<file path="config.mk">
export PLATFORM = sky130hd
export DESIGN_NAME = mdr_host_regs
export DESIGN_NICKNAME = d
export VERILOG_FILES = /design/src/logic/mdr_pkg.sv /design/src/logic/mdr_speed_select.sv /design/src/logic/mdr_host_regs.sv
export VERILOG_INCLUDE_DIRS = /design/src /design/src/logic
export SDC_FILE = /design/constraint.sdc
export NUM_CORES = 1
export LEC_CHECK = 0
export ABC_CLOCK_PERIOD_IN_PS = 3030
export BUFFER_PORTS_ARGS = -buffer_cell sky130_fd_sc_hd__buf_2
export CORE_ASPECT_RATIO = 0.6
export CORE_MARGIN = 5
export CORE_UTILIZATION = 50
export DETAILED_ROUTE_END_ITERATION = 12
export PLACE_DENSITY = 0.8
export SLEW_MARGIN = 30
export SYNTH_ARGS = -nofsm -noshare
export SYNTH_HDL_FRONTEND = slang
export SYNTH_HIERARCHICAL = 1
export SYNTH_SLANG_ARGS = --single-unit
export TNS_END_PERCENT = 1
</file>
<file path="constraint.sdc">
create_clock -name ref_clk -period 3.03 [get_ports ref_clk]
set_input_delay 0.303 -clock ref_clk [delete_from_list [all_inputs] [get_ports ref_clk]]
set_output_delay 0.303 -clock ref_clk [all_outputs]
set_load 0.01 [all_outputs]
</file>
<file path="src/logic/mdr_regs.svh">
// Purpose: register offsets, fields, reset values and keys for the host register slice
// Assumes: 8-bit register addresses, 16-bit register data
// Notes: definitions only
`ifndef MDR_REGS_SVH
`define MDR_REGS_SVH

// ==========================================================================
// offsets
`define MDR_OFS_ANALOG_SPEED   8'h07
`define MDR_OFS_PART_IDENTITY  8'h08
`define MDR_OFS_UNUSED_FIRST   8'h09
`define MDR_OFS_UNUSED_LAST    8'h2f
`define MDR_OFS_SPEED_COMMAND  8'h30
`define MDR_OFS_UNLOCK_KEY     8'h31
`define MDR_OFS_NVM_READY      8'h32

// ==========================================================================
// fields
`define MDR_ANALOG_MSB         9
`define MDR_DIE_ID_MSB         15
`define MDR_DIE_ID_LSB         8
`define MDR_REV_MSB            7
`define MDR_TAKEOVER_BIT       15
`define MDR_SPEED_MSB          8
`define MDR_NVM_READY_BIT      0

// ==========================================================================
// reset values and keys
`define MDR_SPEED_CMD_RST      16'h0000
`define MDR_UNLOCK_KEY_RST     16'h0000
`define MDR_CUSTOMER_KEY       16'hc0de
`define MDR_CUST_NVM_FIRST     8'h90
`define MDR_CUST_NVM_LAST      8'h96

`endif

</file>
<file path="src/logic/mdr_pkg.sv">
// Purpose: shared types of the host register slice
// Assumes: constants live in mdr_regs.svh
// Notes: none
package mdr_pkg;
  typedef logic [7:0]  mdr_addr_t;
  typedef logic [15:0] mdr_word_t;

  // ========================================================================
  // register access request
  typedef struct packed {
    logic      rd;
    logic      wr;
    mdr_addr_t addr;
    mdr_word_t wdata;
  } mdr_req_s;

  typedef enum logic [1:0] {
    MDR_SRC_ANALOG,
    MDR_SRC_PWM,
    MDR_SRC_HOST
  } mdr_speed_src_e;
endpackage

</file>
<file path="src/logic/mdr_speed_select.sv">
// Purpose: chooses the motor speed command source
// Assumes: analog and pwm commands already scaled to 9 bits
// Notes: registered output
`include "mdr_regs.svh"
module mdr_speed_select
  import mdr_pkg::*;
(
  input  wire logic           ref_clk,
  input  wire logic           sys_rst,
  input  wire logic           host_speed_takeover,
  input  wire logic [8:0]     host_speed_value,
  input  wire logic           pwm_mode,
  input  wire logic [8:0]     analog_cmd,
  input  wire logic [8:0]     pwm_cmd,
  output logic [8:0]          motor_speed_cmd,
  output mdr_speed_src_e      speed_src
);
  logic [8:0]     nxt_cmd;
  mdr_speed_src_e nxt_src;

  always_comb begin
    if (host_speed_takeover) begin
      nxt_cmd = host_speed_value;
      nxt_src = MDR_SRC_HOST;
    end else if (pwm_mode) begin
      nxt_cmd = pwm_cmd;
      nxt_src = MDR_SRC_PWM;
    end else begin
      nxt_cmd = analog_cmd;
      nxt_src = MDR_SRC_ANALOG;
    end
  end

  always_ff @(posedge ref_clk or posedge sys_rst) begin
    if (sys_rst) begin
      motor_speed_cmd <= 9'h000;
      speed_src       <= MDR_SRC_ANALOG;
    end else begin
      motor_speed_cmd <= nxt_cmd;
      speed_src       <= nxt_src;
    end
  end

  chk_takeover_path: assert property (
    @(posedge ref_clk) disable iff (sys_rst)
    host_speed_takeover |=> (motor_speed_cmd == $past(host_speed_value)))
    else $error("host speed not selected under takeover");
endmodule

</file>
<file path="src/logic/mdr_host_regs.sv">
// Purpose: host-visible register slice of the motor driver
// Assumes: serial host interface already decoded to a register access port
// Notes: reads answer one cycle after the strobe
`include "mdr_regs.svh"

// Contract
// - analog speed code readable, 10 bits
// - identity at 0x08, die id high
// - identity low byte is revision code
// - 0x09 to 0x2f hold nothing
// - speed command at 0x30 resets zero
// - takeover bit selects host speed value
// - 9-bit speed, bits 14:9 read zero
// - 16-bit unlock key at 0x31, reset zero
// - customer key alone opens customer space
// - nvm ready in bit 0 at 0x32
module mdr_host_regs
  import mdr_pkg::*;
#(
  parameter logic [7:0] DIE_IDENTIFIER        = 8'h5a, // arbitrary value
  parameter logic [7:0] SILICON_REVISION_CODE = 8'h03  // arbitrary value
) (
  input  wire logic           ref_clk,
  input  wire logic           sys_rst,
  input  wire mdr_req_s       reg_req,
  output logic [15:0]         reg_rdata,
  output logic                reg_rvalid,
  input  wire logic [9:0]     analog_speed_code,
  input  wire logic           pwm_mode,
  input  wire logic [8:0]     pwm_cmd,
  input  wire logic           nvm_ready_flag,
  input  wire logic [7:0]     nvm_access_addr,
  output logic                nvm_customer_grant,
  output logic [8:0]          motor_speed_cmd,
  output mdr_speed_src_e      speed_src
);
  logic        takeover_ff;
  logic [8:0]  speed_value_ff;
  logic [15:0] unlock_key_ff;
  logic [15:0] rdata_ff;
  logic        rvalid_ff;
  logic [15:0] nxt_rdata;
  logic        key_ok;

  function automatic logic hit(input mdr_addr_t a, input mdr_addr_t ofs);
    return a == ofs;
  endfunction

  // ========================================================================
  // writable registers
  always_ff @(posedge ref_clk or posedge sys_rst) begin
    if (sys_rst) begin
      takeover_ff    <= 1'b0;
      speed_value_ff <= 9'h000;
    end else if (reg_req.wr && hit(reg_req.addr, `MDR_OFS_SPEED_COMMAND)) begin
      takeover_ff    <= reg_req.wdata[`MDR_TAKEOVER_BIT];
      speed_value_ff <= reg_req.wdata[`MDR_SPEED_MSB:0];
    end
  end

  always_ff @(posedge ref_clk or posedge sys_rst) begin
    if (sys_rst) begin
      unlock_key_ff <= `MDR_UNLOCK_KEY_RST;
    end else if (reg_req.wr && hit(reg_req.addr, `MDR_OFS_UNLOCK_KEY)) begin
      unlock_key_ff <= reg_req.wdata;
    end
  end

  // ========================================================================
  // customer space gate
  // exact key match
  assign key_ok = unlock_key_ff == `MDR_CUSTOMER_KEY;
  assign nvm_customer_grant = key_ok
                           && nvm_access_addr >= `MDR_CUST_NVM_FIRST
                           && nvm_access_addr <= `MDR_CUST_NVM_LAST;

  // ========================================================================
  // read decode
  always_comb begin
    nxt_rdata = 16'h0000;
    if (hit(reg_req.addr, `MDR_OFS_ANALOG_SPEED)) begin
      nxt_rdata[`MDR_ANALOG_MSB:0] = analog_speed_code;
    end else if (hit(reg_req.addr, `MDR_OFS_PART_IDENTITY)) begin
      nxt_rdata = {DIE_IDENTIFIER, SILICON_REVISION_CODE};
    end else if (reg_req.addr >= `MDR_OFS_UNUSED_FIRST
              && reg_req.addr <= `MDR_OFS_UNUSED_LAST) begin
      nxt_rdata = 16'h0000;
    end else if (hit(reg_req.addr, `MDR_OFS_SPEED_COMMAND)) begin
      nxt_rdata[`MDR_TAKEOVER_BIT]  = takeover_ff;
      nxt_rdata[`MDR_SPEED_MSB:0]   = speed_value_ff;
    end else if (hit(reg_req.addr, `MDR_OFS_UNLOCK_KEY)) begin
      nxt_rdata = unlock_key_ff;
    end else if (hit(reg_req.addr, `MDR_OFS_NVM_READY)) begin
      nxt_rdata[`MDR_NVM_READY_BIT] = nvm_ready_flag;
    end
  end

  always_ff @(posedge ref_clk or posedge sys_rst) begin
    if (sys_rst) begin
      rdata_ff  <= 16'h0000;
      rvalid_ff <= 1'b0;
    end else begin
      rvalid_ff <= reg_req.rd;
      if (reg_req.rd) begin
        rdata_ff <= nxt_rdata;
      end
    end
  end

  assign reg_rdata  = rdata_ff;
  assign reg_rvalid = rvalid_ff;

  // ========================================================================
  // speed source
  mdr_speed_select u_speed_select (
    .ref_clk             (ref_clk),
    .sys_rst             (sys_rst),
    .host_speed_takeover (takeover_ff),
    .host_speed_value    (speed_value_ff),
    .pwm_mode            (pwm_mode),
    .analog_cmd          (analog_speed_code[9:1]),
    .pwm_cmd             (pwm_cmd),
    .motor_speed_cmd     (motor_speed_cmd),
    .speed_src           (speed_src)
  );

  // ========================================================================
  // checks
  chk_analog_read: assert property (
    @(posedge ref_clk) disable iff (sys_rst)
    reg_req.rd && reg_req.addr == `MDR_OFS_ANALOG_SPEED
    |=> reg_rvalid && reg_rdata == {6'h00, $past(analog_speed_code)})
    else $error("analog code readback wrong");

  chk_die_id: assert property (
    @(posedge ref_clk) disable iff (sys_rst)
    reg_req.rd && reg_req.addr == `MDR_OFS_PART_IDENTITY
    |=> reg_rdata[15:8] == DIE_IDENTIFIER)
    else $error("die identifier wrong");

  chk_revision_code: assert property (
    @(posedge ref_clk) disable iff (sys_rst)
    reg_req.rd && reg_req.addr == `MDR_OFS_PART_IDENTITY
    |=> reg_rdata[7:0] == SILICON_REVISION_CODE)
    else $error("revision code wrong");

  chk_unused_zero: assert property (
    @(posedge ref_clk) disable iff (sys_rst)
    reg_req.rd && reg_req.addr >= 8'h09 && reg_req.addr <= 8'h2f
    |=> reg_rdata == 16'h0000)
    else $error("unused address read nonzero");

  chk_speed_reset: assert property (
    @(posedge ref_clk)
    $fell(sys_rst) |-> !takeover_ff && speed_value_ff == 9'h000)
    else $error("speed command not zero after reset");

  chk_speed_write: assert property (
    @(posedge ref_clk) disable iff (sys_rst)
    reg_req.wr && reg_req.addr == `MDR_OFS_SPEED_COMMAND
    ##1 !reg_req.wr
    ##1 reg_req.rd && reg_req.addr == `MDR_OFS_SPEED_COMMAND && !reg_req.wr
    |=> reg_rdata == ($past(reg_req.wdata, 3) & 16'h81ff))
    else $error("speed command readback wrong");

  chk_key_store: assert property (
    @(posedge ref_clk) disable iff (sys_rst)
    reg_req.wr && reg_req.addr == `MDR_OFS_UNLOCK_KEY
    |=> unlock_key_ff == $past(reg_req.wdata))
    else $error("unlock key not stored");

  chk_grant_key: assert property (
    @(posedge ref_clk) disable iff (sys_rst)
    nvm_customer_grant |-> unlock_key_ff == 16'hc0de
    && nvm_access_addr >= 8'h90 && nvm_access_addr <= 8'h96)
    else $error("customer grant without key");

  chk_ready_read: assert property (
    @(posedge ref_clk) disable iff (sys_rst)
    reg_req.rd && reg_req.addr == `MDR_OFS_NVM_READY
    |=> reg_rdata == {15'h0000, $past(nvm_ready_flag)})
    else $error("nvm ready readback wrong");

  chk_takeover_src: assert property (
    @(posedge ref_clk) disable iff (sys_rst)
    takeover_ff ##1 takeover_ff |-> speed_src == MDR_SRC_HOST)
    else $error("takeover not reflected in source");

  chk_grant_open: assert property (
    @(posedge ref_clk) disable iff (sys_rst)
    unlock_key_ff == 16'hc0de && nvm_access_addr >= 8'h90 && nvm_access_addr <= 8'h96
    |-> nvm_customer_grant)
    else $error("customer grant missing with key");

  chk_speed_store: assert property (
    @(posedge ref_clk) disable iff (sys_rst)
    reg_req.wr && reg_req.addr == `MDR_OFS_SPEED_COMMAND
    |=> takeover_ff == $past(reg_req.wdata[15])
        && speed_value_ff == $past(reg_req.wdata[8:0]))
    else $error("speed command not stored");

  chk_reserved_read: assert property (
    @(posedge ref_clk) disable iff (sys_rst)
    reg_req.rd && reg_req.addr == `MDR_OFS_SPEED_COMMAND
    |=> reg_rdata[14:9] == 6'h00)
    else $error("reserved speed bits nonzero");

  chk_key_read: assert property (
    @(posedge ref_clk) disable iff (sys_rst)
    reg_req.rd && reg_req.addr == `MDR_OFS_UNLOCK_KEY
    |=> reg_rvalid && reg_rdata == $past(unlock_key_ff))
    else $error("unlock key readback wrong");

  chk_read_answer: assert property (
    @(posedge ref_clk) disable iff (sys_rst)
    reg_rvalid == $past(reg_req.rd))
    else $error("read answer not one cycle after strobe");

  cov_takeover:  cover property (@(posedge ref_clk) takeover_ff ##1 !takeover_ff);
  cov_grant:     cover property (@(posedge ref_clk) nvm_customer_grant);
  cov_id_read:   cover property (@(posedge ref_clk) reg_rvalid && reg_rdata != 16'h0000);
  cov_pwm_src:   cover property (@(posedge ref_clk) speed_src == MDR_SRC_PWM);
  cov_unused_rd: cover property (@(posedge ref_clk) reg_req.rd && reg_req.addr == 8'h2f);
endmodule

</file>
==> flow_summary.json, run 1 <==
{
  "clkLatencyLatePin_ns": 0.31,
  "die_x_um": 101.3,
  "die_area_mm2": 0.006557,
  "grt_usage_pct": 18.84,
  "hp-start": "reg_req[14]",
  "p_leak_nw": 1.565,
  "final_cells": 355,
  "hpwl_um": 4771,
  "placed_cells": 346,
  "r2r-start": "takeover_ff$_DFFE_PP0P_",
  "synth_top_area_share_pct": 54.08,
  "cts_tree": "built",
  "startpoint": "unlock_key_ff[13]$_DFFE_PP0P_",
  "critical_path_class": "reg2out",
  "status": "completed",
  "drt_iter0_markers": 98,
  "final_antenna_net_count": 0,
  "cts_max_level": 2,
  "hold_violations": 0,
  "synth_edf_count": 0,
  "crit_path_end_kind": "primary output",
  "place.gp.congestion": 0.8220,
  "cts.path.max_buffers": 2,
  "setup_ws_ns": 0.6585,
  "ctsResizeCount": 0,
  "utilization_pct": 65.84,
  "fmax_ghz": 0.4217,
  "r2r-end": "reg_rdata[15]$_DFFE_PP0P_",
  "routed_wl_um": 6063,
  "hold_slack_ns": 0.2178,
  "place_ws_ns": 0.5719,
  "critical_path_required_ns": 2.73,
  "powerDensity_mw_per_mm2": 495.9,
  "drive_above_1_share_pct": 43.84,
  "yosysMostFrequentCell": "dfrtp_1",
  "arrival_ns": 2.07,
  "synth_async_sr_flop_share_pct": 100.0,
  "hp-class": "in2reg",
  "synth_seq_cells": 54,
  "final_nets": 348,
  "grt_max_degree": 44,
  "rows": 19,
  "clock_skew_ns": 0.008474,
  "synth_nets": 264,
  "slew_violations": 0,
  "vias": 1922,
  "r2r_setup_slack_ns": 1.72,
  "reg2reg_depth": 3,
  "tightestPinTransition_ns": 0.6590,
  "antennaDiodeCount": 0,
  "syn_inst": 207,
  "rsz0062_at_grt": "no",
  "wl_per_cell_um": 17.08,
  "clk_pin_slew_ns": 0.10,
  "cp-start-kind": "register",
  "max_slew_margin_pct": 55.96,
  "grt_pass1_wl_um": 9480,
  "cts_made_buffers": 5,
  "core-area_mm2": 0.004707,
  "synth_top_flop_cell": "dfrtp_1",
  "area_growth_pct": 24.04,
  "drc_errors": 0,
  "cp_max_fo": 3,
  "yosys.area.top_type": "dfrtp_1",
  "synth-seq-area-share_pct": 54.08,
  "total_power_mw": 1.537,
  "dpl_cell_area_mm2": 0.002947,
  "die-height_um": 64.76,
  "period_share_pct": 78.27,
  "dr.pass1.iters": 4,
  "antenna_found_initial": 0,
  "cts_sinks": 54,
  "synth_common_cells": "dfrtp_1 (54), mux2i_1 (18), mux2_2 (17)",
  "syn_avg_cell_area_um2": 12.07,
  "fin_crit_ns": 2.371,
  "postCtsSetupRepairBufs": 0,
  "synth_area_leaders": "dfrtp_1 (54%), mux2_2 (7.7%), mux2i_1 (7.2%), mux2_4 (6.0%), a21oi_1 (3.2%)",
  "io_buffers": 85,
  "yosysUniqueCellTypes": 35,
  "finalSetupViolations": 0,
  "design_area_mm2": 0.003099,
  "clockRootBuffer": "clkbuf_8",
  "ios": 86,
  "setup_tns_ns": 0,
  "holdPathEnd": "unlock_key_ff[14]$_DFFE_PP0P_",
  "gr-total-overflow": 0,
  "hold_depth": 2,
  "syn_area_mm2": 0.002499,
  "first_global_vias": 1866,
  "vdd_ir_drop_max_mv": 0.2390,
  "yosys_warnings": 6,
  "drv_cap": 0,
  "initial_utilization_pct": 53.08,
  "drt-vias-per-instance": 5.414
}
==> cell families (layout without fill, tap and decap cells) <==
family | after synthesis | after routing | share of synthesized area [%]
mux | 45 | 45 | 20.88
buf+inv | 19 | 104 | 4.056
compound gates | 44 | 44 | 10.42
flops | 54 | 54 | 54.08
simple gates | 45 | 45 | 10.57
==> cells in the final DEF, fill, tap and decap left out, drive strengths merged <==
master,Yosys,layout
nand3,3,3
nor4bb,1,1
inv,8,8
and2b,1,1
a21oi,16,16
dfrtp,54,54
nor3,1,1
nor2,14,14
clkbuf,6,6
o21ai,15,15
or3b,1,1
bufinv,0,2
o22ai,4,4
buf,5,87
mux2i,18,18
nor4b,1,1
or2,1,1
or4b,1,1
nor4,1,1
nand3b,1,1
nand2b,1,1
nand4,2,2
dlygate4sd3,0,1
or4,3,3
nand4bb,1,1
a2bb2oi,7,7
nand2,11,11
a311oi,1,1
nand4b,1,1
mux2,27,27
o21ba,1,1
==> where the power goes <==
group | internal (mW) | switching [mW]
combinational | 0.0848 | 0.0853
sequential | 0.757 | 0.0280
clock | 0.352 | 0.230
total | 1.19 | 0.343
==> critical path, stage by stage, from the launching register on <==
cell and delay [ns]:
dfrtp_1 0.40, nor4b_1 0.36, nand4_1 0.13, or4_1 0.43, a311oi_1 0.26, buf_2 0.17
==> final cells by class <==
cell class / instances / area [µm²]
fillers: 384 / 1608
flip-flops and latches: 54 / 1351
repair buffers: 88 / 450.4
clock inverters: 2 / 60.06
well taps: 63 / 78.83
clock buffers: 6 / 82.58
multi-input cells: 134 / 1046
inverters: 8 / 30.03
==> layer usage <==
layer / vias up / global-route usage [%] / part of all wire (%)
met5: - / 0 / 0
met4: 0 / 5.307 / 0.40
met3: 4 / 5.788 / 9.4
met2: 76 / 24.84 / 39
met1: 931 / 29.48 / 51
li1: 911 / - / -
==> how the worst max path moves through the flow <==
stage	to	slack, ns	cells after the start
2_1_floorplan	speed_value_ff[0]$_DFFE_PP0P_	1.00	6
3_3_place_gp	speed_value_ff[5]$_DFFE_PP0P_	0.60	5
3_5_place_dp	speed_value_ff[8]$_DFFE_PP0P_	0.57	5
4_1_cts	nvm_customer_grant	0.62	5
5_1_grt	nvm_customer_grant	0.50	5
6_report	nvm_customer_grant	0.66	5
==> state kept, by name (all words and copies together), names as in the netlist <==
signal / count
reg_rvalid: 1
speed_value_ff: 9
reg_rdata: 16
u_speed_select/speed_src: 2
takeover_ff: 1
u_speed_select/motor_speed_cmd: 9
unlock_key_ff: 16
==> repair_timing <==
| action | 4_1_cts | 5_1_grt |
|---|---|---|
| setup endpoints to repair | 0 | 0 |
| hold buffers | 1 | 0 |
| hold endpoints to repair | 11 | 0 |
Power figures use the tool's default switching activity.
==> run 2: changes to the inputs <==
- ABC_AREA: not set -> 1
- ABC_CLOCK_PERIOD_IN_PS: 3030 -> 2000
- CORE_UTILIZATION: 50 -> 46
- PLACE_DENSITY: 0.8 -> 0.75
- clock period: 3.03 -> 2 ns (I/O delays scaled with it)
==> run 2 against run 1 <==
Effect of this change:
- non-clock buffer count up 1
- routed wire length up 22%
- core utilization down 9.3 points
- clock skew up 0.0032 ns
- highest routed layer unchanged
- synthesized cell count up 72%
- combinational power up 75%
- clock power up 30%
==> flow_summary.json, run 2 <==
{
  "yosys.area.top_type": "dfrtp_1",
  "synth_common_cells": "nand2_1 (119), dfrtp_1 (54), inv_1 (40)",
  "worstPathCellList": "inv_1 -> nand4_1 -> nor3b_1 -> nand2_1 -> nor2_1 -> buf_2",
  "pwr-share-comb_pct": 13.3,
  "period_share_pct": 78.07,
  "layout_commonest_cell": "nand2_1",
  "tightestPinTransition_ns": 0.6962,
  "wl_per_cell_um": 14.17,
  "synth_edf_count": 0,
  "synth_mux_area_share_pct": 0,
  "io_buffers": 85,
  "vdd_ir_drop_max_mv": 0.2655,
  "die-height_um": 70.96,
  "worst-path-buf-inv": 2,
  "switching_share_pct": 25.69,
  "synth_seq_cells": 54,
  "syn_avg_cell_area_um2": 8.003,
  "first_global_vias": 2388,
  "syn_area_mm2": 0.002849,
  "clkLatencyLatePin_ns": 0.32,
  "synth_area_leaders": "dfrtp_1 (47%), nand2_1 (16%), nand3_1 (6.3%), o21ai_2 (6.1%), inv_1 (5.3%)",
  "cp_max_fo": 3,
  "cts_sinks": 54,
  "drt-vias-per-instance": 4.851,
  "place_ws_ns": 0.4122,
  "gr-total-overflow": 0,
  "yosysMostFrequentCell": "nand2_1",
  "critical_path_class": "reg2out",
  "drive_above_1_share_pct": 33.86,
  "die_x_um": 111.6,
  "yosys_warnings": 6,
  "slew_violations": 0,
  "initial_utilization_pct": 47.05,
  "routed_wl_um": 7423,
  "grt_usage_pct": 18.96,
  "grt_pass1_wl_um": 12020,
  "drv_cap": 0,
  "antenna_found_initial": 0,
  "arrival_ns": 1.36,
  "crit_path_end_kind": "primary output",
  "clk_pin_slew_ns": 0.10,
  "rows": 22,
  "place.gp.congestion": 0.8772,
  "yosys.area_share.xor_xnor_pct": 0,
  "final_nets": 497,
  "area_growth_pct": 20.20,
  "netSwitchingPower_mw": 0.5729,
  "postCtsSetupRepairBufs": 0,
  "synth-seq-area-share_pct": 47.43,
  "final_cell_mix": "nand2_1 (119), buf_2 (85), dfrtp_1 (54)",
  "cts_max_level": 2,
  "hpwl_um": 5781,
  "ios": 86,
  "vias": 2542,
  "utilization_pct": 56.55,
  "finalSetupViolations": 0,
  "grt_util_met2_pct": 26.59,
  "cp_slowest_stage_delay_ns": 0.42,
  "synth-simple-area-share_pct": 32.41,
  "critical_path_required_ns": 1.80,
  "pwr-share-seq_pct": 52.6,
  "synth_async_sr_flop_share_pct": 100.0,
  "cts_tree": "built",
  "cts_made_buffers": 5,
  "core-area_mm2": 0.006056,
  "drt_iter0_markers": 158,
  "use_met1_pct": 28.79,
  "cts.path.max_buffers": 2,
  "p_leak_nw": 1.920,
  "dr.pass1.iters": 5,
  "synthAdderAreaFrac_pct": 0,
  "final_cells": 524,
  "synth_top_area_share_pct": 47.43,
  "placed_cells": 516,
  "cp-start-kind": "register",
  "setup_ws_ns": 0.4386,
  "hold_violations": 0,
  "synth_nets": 413,
  "p_int_mw": 1.657,
  "yosysUniqueCellTypes": 28,
  "setup_tns_ns": 0,
  "rsz0062_at_grt": "no",
  "grt_max_degree": 44,
  "powerDensity_mw_per_mm2": 651.1,
  "synth_top_family_by_area": "simple AND/OR/NAND/NOR gates",
  "clock_skew_ns": 0.01164,
  "clockRootBuffer": "clkbuf_8",
  "synth_compound_area_share_pct": 9.135,
  "antennaDiodeCount": 0,
  "grt.busiest_layer": "met1",
  "hp-class": "in2reg",
  "final_antenna_net_count": 0,
  "synth_top_flop_cell": "dfrtp_1",
  "total_power_mw": 2.230,
  "cp_slowest_cell": "dfrtp_1",
  "die_area_mm2": 0.007919,
  "max_slew_margin_pct": 53.43,
  "syn_inst": 356,
  "fmax_ghz": 0.6405,
  "status": "completed",
  "drc_errors": 0,
  "clockPowerShare_pct": 34.1,
  "grt_util_met3_pct": 6.410,
  "fin_crit_ns": 1.561,
  "crit_family": "simple AND/OR/NAND/NOR gates"
}
-- run 2: per-stage QoR --
| stage | hold WS [ns] | cell area [µm²] |
|---|---|---|
| 5_1_grt | 0.1013 | 3425 |
| 4_1_cts | 0.1154 | 3425 |
| 6_report | 0.1122 | 3425 |
| 2_1_floorplan | 0.05244 | 2849 |
| 3_5_place_dp | 0.2193 | 3302 |
| 3_3_place_gp | 0.2146 | 3302 |
-- run 2: layout make-up --
type | instances | area, µm²
Multi-Input combinational cell | 238 | 1184
Timing Repair Buffer | 89 | 457.9
Clock buffer | 6 | 82.58
Tap cell | 84 | 105.1
Sequential cell | 54 | 1351
Fill cell | 584 | 2631
Inverter | 52 | 214.0
Clock inverter | 1 | 30.03
-- run 2: tightest hold or removal path, cell delays in order --
cell	delay (ns)
buf_2	0.08
nor2_2	0.03
a21oi_2	0.08
-- run 2: final timing paths --
| kind | slack (ns) | start | to | cells past startpoint |
|---|---|---|---|---|
| min in group asynchronous | 0.41 | sys_rst | u_speed_select/motor_speed_cmd[0]$_DFF_PP0_ | 3 |
| max in group asynchronous | 1.06 | sys_rst | speed_value_ff[4]$_DFFE_PP0P_ | 4 |
| worst min register to register | 0.48 | reg_rdata[14]$_DFFE_PP0P_ | reg_rdata[14]$_DFFE_PP0P_ | 2 |
| worst max register to register | 0.97 | takeover_ff$_DFFE_PP0P_ | u_speed_select/motor_speed_cmd[2]$_DFF_PP0_ | 3 |
| worst max-delay path | 0.44 | unlock_key_ff[5]$_DFFE_PP0P_ | nvm_customer_grant | 6 |
| worst min-delay path | 0.11 | reg_req[13] | unlock_key_ff[13]$_DFFE_PP0P_ | 3 |
-- run 2: kinds of logic (layout without fill, tap and decap cells) --
family	count (synthesis)	after routing
buffers and inverters	64	148
AND/OR/NAND/NOR	205	205
flip-flops	54	54
AO/OA/AOI/OAI	33	33
-- run 2: power groups by stage --
stage / logic (mW) / registers, mW / clock network (mW)
after detailed placement: 0.298 / 1.19 / 0
after global placement: 0.288 / 1.19 / 0
final: 0.297 / 1.17 / 0.759
after floorplan: 0.157 / 1.20 / 0
after CTS: 0.300 / 1.17 / 0.764
after global routing: 0.333 / 1.18 / 0.805
-- run 2: layer usage --
metal	vias to the layer above	share of wire, %
li1	1271	-
met1	1158	50
met2	109	40
met3	4	9.3
met4	0	0.51
met5	-	0
-- run 2: what timing repair did --
action | CTS | global route
hold buffers | 1 | 0
setup endpoints to repair | 0 | 0
endpoints found under the hold margin | 11 | 0
gates resized for setup | 0 | 0
==> run 3: changes to the inputs <==
- ABC_CLOCK_PERIOD_IN_PS: 2000 -> 1450
- CORE_UTILIZATION: 46 -> 50
- PLACE_DENSITY: 0.75 -> 0.78
- clock period: 2 -> 1.45 ns (I/O delays scaled with it)
==> run 3 against run 2 <==
Effect of this change:
- the flow now finishes with violations (setup timing)
- routed wire length shrank 0.40%
- total power increased by 31%
- critical path depth stayed put
- non-clock buffer count grew 9
- final area up 1.7%
- register-to-register slack worse by 0.54 ns
- combinational power increased by 42%
- die area fell by 7.1%
- highest routed layer unchanged
==> flow_summary.json, run 3 (synthesis results as in run 2) <==
{
  "final_cells": 530,
  "die_x_um": 107.5,
  "critical_path_class": "reg2out",
  "cp-start-kind": "register",
  "hp-class": "in2reg",
  "cts_max_level": 2,
  "layout_commonest_cell": "nand2_1",
  "gr-total-overflow": 0,
  "wl_per_cell_um": 13.95,
  "powerDensity_mw_per_mm2": 835.9,
  "critical_path_required_ns": 1.31,
  "clkLatencyLatePin_ns": 0.31,
  "multi_input_area_mm2": 0.001189,
  "hold_violations": 0,
  "hold_slack_ns": 0.06633,
  "violations": "setup timing",
  "place.gp.congestion": 0.8310,
  "final_nets": 506,
  "vdd_ir_drop_max_mv": 0.4263,
  "setup_tns_ns": -0.02956,
  "clockRootBuffer": "clkbuf_8",
  "utilization_pct": 62.83,
  "routed_wl_um": 7393,
  "grt_pass1_wl_um": 12300,
  "final_antenna_net_count": 0,
  "grt_usage_pct": 21.80,
  "vias": 2614,
  "first_global_vias": 2543,
  "cts.path.max_buffers": 2,
  "drc_errors": 0,
  "core-area_mm2": 0.005544,
  "crit_path_end_kind": "primary output",
  "ios": 86,
  "cts_tree": "built",
  "drt-vias-per-instance": 4.932,
  "cts_sinks": 54,
  "die_area_mm2": 0.007357,
  "antenna_found_initial": 0,
  "initial_utilization_pct": 51.39,
  "status": "finished, violations left",
  "clock_skew_ns": 0.004253,
  "arrival_ns": 1.33,
  "area_growth_pct": 22.27,
  "max_slew_margin_pct": 63.71,
  "fin_crit_ns": 1.480,
  "dpl_cell_area_mm2": 0.003354,
  "placed_cells": 518,
  "tightestPinTransition_ns": 0.5444,
  "final_cell_mix": "nand2_1 (119), buf_2 (85), dfrtp_1 (54)",
  "finalSetupViolations": 1,
  "setup_ws_ns": -0.02956,
  "fmax_ghz": 0.6759,
  "drive_above_1_share_pct": 35.78,
  "slew_violations": 0,
  "grt_max_degree": 44,
  "dr.pass1.iters": 5,
  "drv_cap": 0,
  "die-height_um": 68.47,
  "cp_max_fo": 2,
  "rows": 21,
  "drt_iter0_markers": 205,
  "cts_made_buffers": 5,
  "rsz0062_at_grt": "yes",
  "period_share_pct": 102.0,
  "design_area_mm2": 0.003483,
  "clk_pin_slew_ns": 0.09,
  "p_leak_nw": 1.954,
  "hpwl_um": 5848,
  "antennaDiodeCount": 0,
  "fillCellCount": 501,
  "io_buffers": 85,
  "regArea_mm2": 0.001351
}
run 3: layer usage:
layer	wire, µm	up-vias	part of all wire [%]	track usage, %
li1	-	1286	-	-
met1	3581	1189	48	32.07
met2	2932	124	40	32.48
met3	763	15	10	4.807
met4	115	0	1.6	6.142
met5	0	-	0	0
run 3: worst max-delay path: stages (launching register included):
cell	delay, ns
dfrtp_1	0.39
inv_1	0.06
nand4_1	0.09
nor3b_2	0.17
nand2_1	0.09
nor2_1	0.10
buf_2	0.13
run 3: worst paths after layout:
kind / slack, ns / depth (start not counted) / end / from
setup / recovery: -0.03 / 6 / nvm_customer_grant / unlock_key_ff[5]$_DFFE_PP0P_
hold / removal: 0.07 / 3 / unlock_key_ff[14]$_DFFE_PP0P_ / reg_req[14]
setup reg to reg: 0.43 / 5 / reg_rdata[0]$_DFFE_PP0P_ / speed_value_ff[0]$_DFFE_PP0P_
hold reg to reg: 0.48 / 2 / reg_rdata[13]$_DFFE_PP0P_ / reg_rdata[13]$_DFFE_PP0P_
max in group asynchronous: 0.55 / 4 / speed_value_ff[3]$_DFFE_PP0P_ / sys_rst
min in group asynchronous: 0.37 / 3 / u_speed_select/motor_speed_cmd[1]$_DFF_PP0_ / sys_rst
run 3: final cells by class:
| class | count | area share (%) |
|---|---|---|
| clock buffer | 7 | 2.478 |
| multi-input combinational | 238 | 34.12 |
| sequential | 54 | 38.79 |
| inverter | 52 | 6.142 |
| clock inverter | 1 | 0.1437 |
| tap | 80 | 2.874 |
| timing repair buffer | 98 | 15.45 |
run 3: power breakdown:
part | internal (mW) | switching, mW | total, mW
registers | 1.57 | 0.0429 | 1.62
logic | 0.169 | 0.253 | 0.422
clock network | 0.386 | 0.488 | 0.874
run 3: through the flow:
step / total power [mW] / setup WS, ns
after floorplan: 1.868 / 0.3023
after global placement: 2.045 / 0.2044
after detailed placement: 2.062 / 0.1311
after CTS: 2.933 / -0.03894
after global routing: 3.045 / -0.1034
final: 2.912 / -0.02956
run 3: timing repair:
action / 4_1_cts / 5_1_grt
setup endpoints to repair: 1 / 1
pin swaps: 1 / 0
hold buffers: 1 / 0
gates resized for setup: 1 / 2
endpoints found under the hold margin: 24 / 0
buffers inserted: 3 / 0
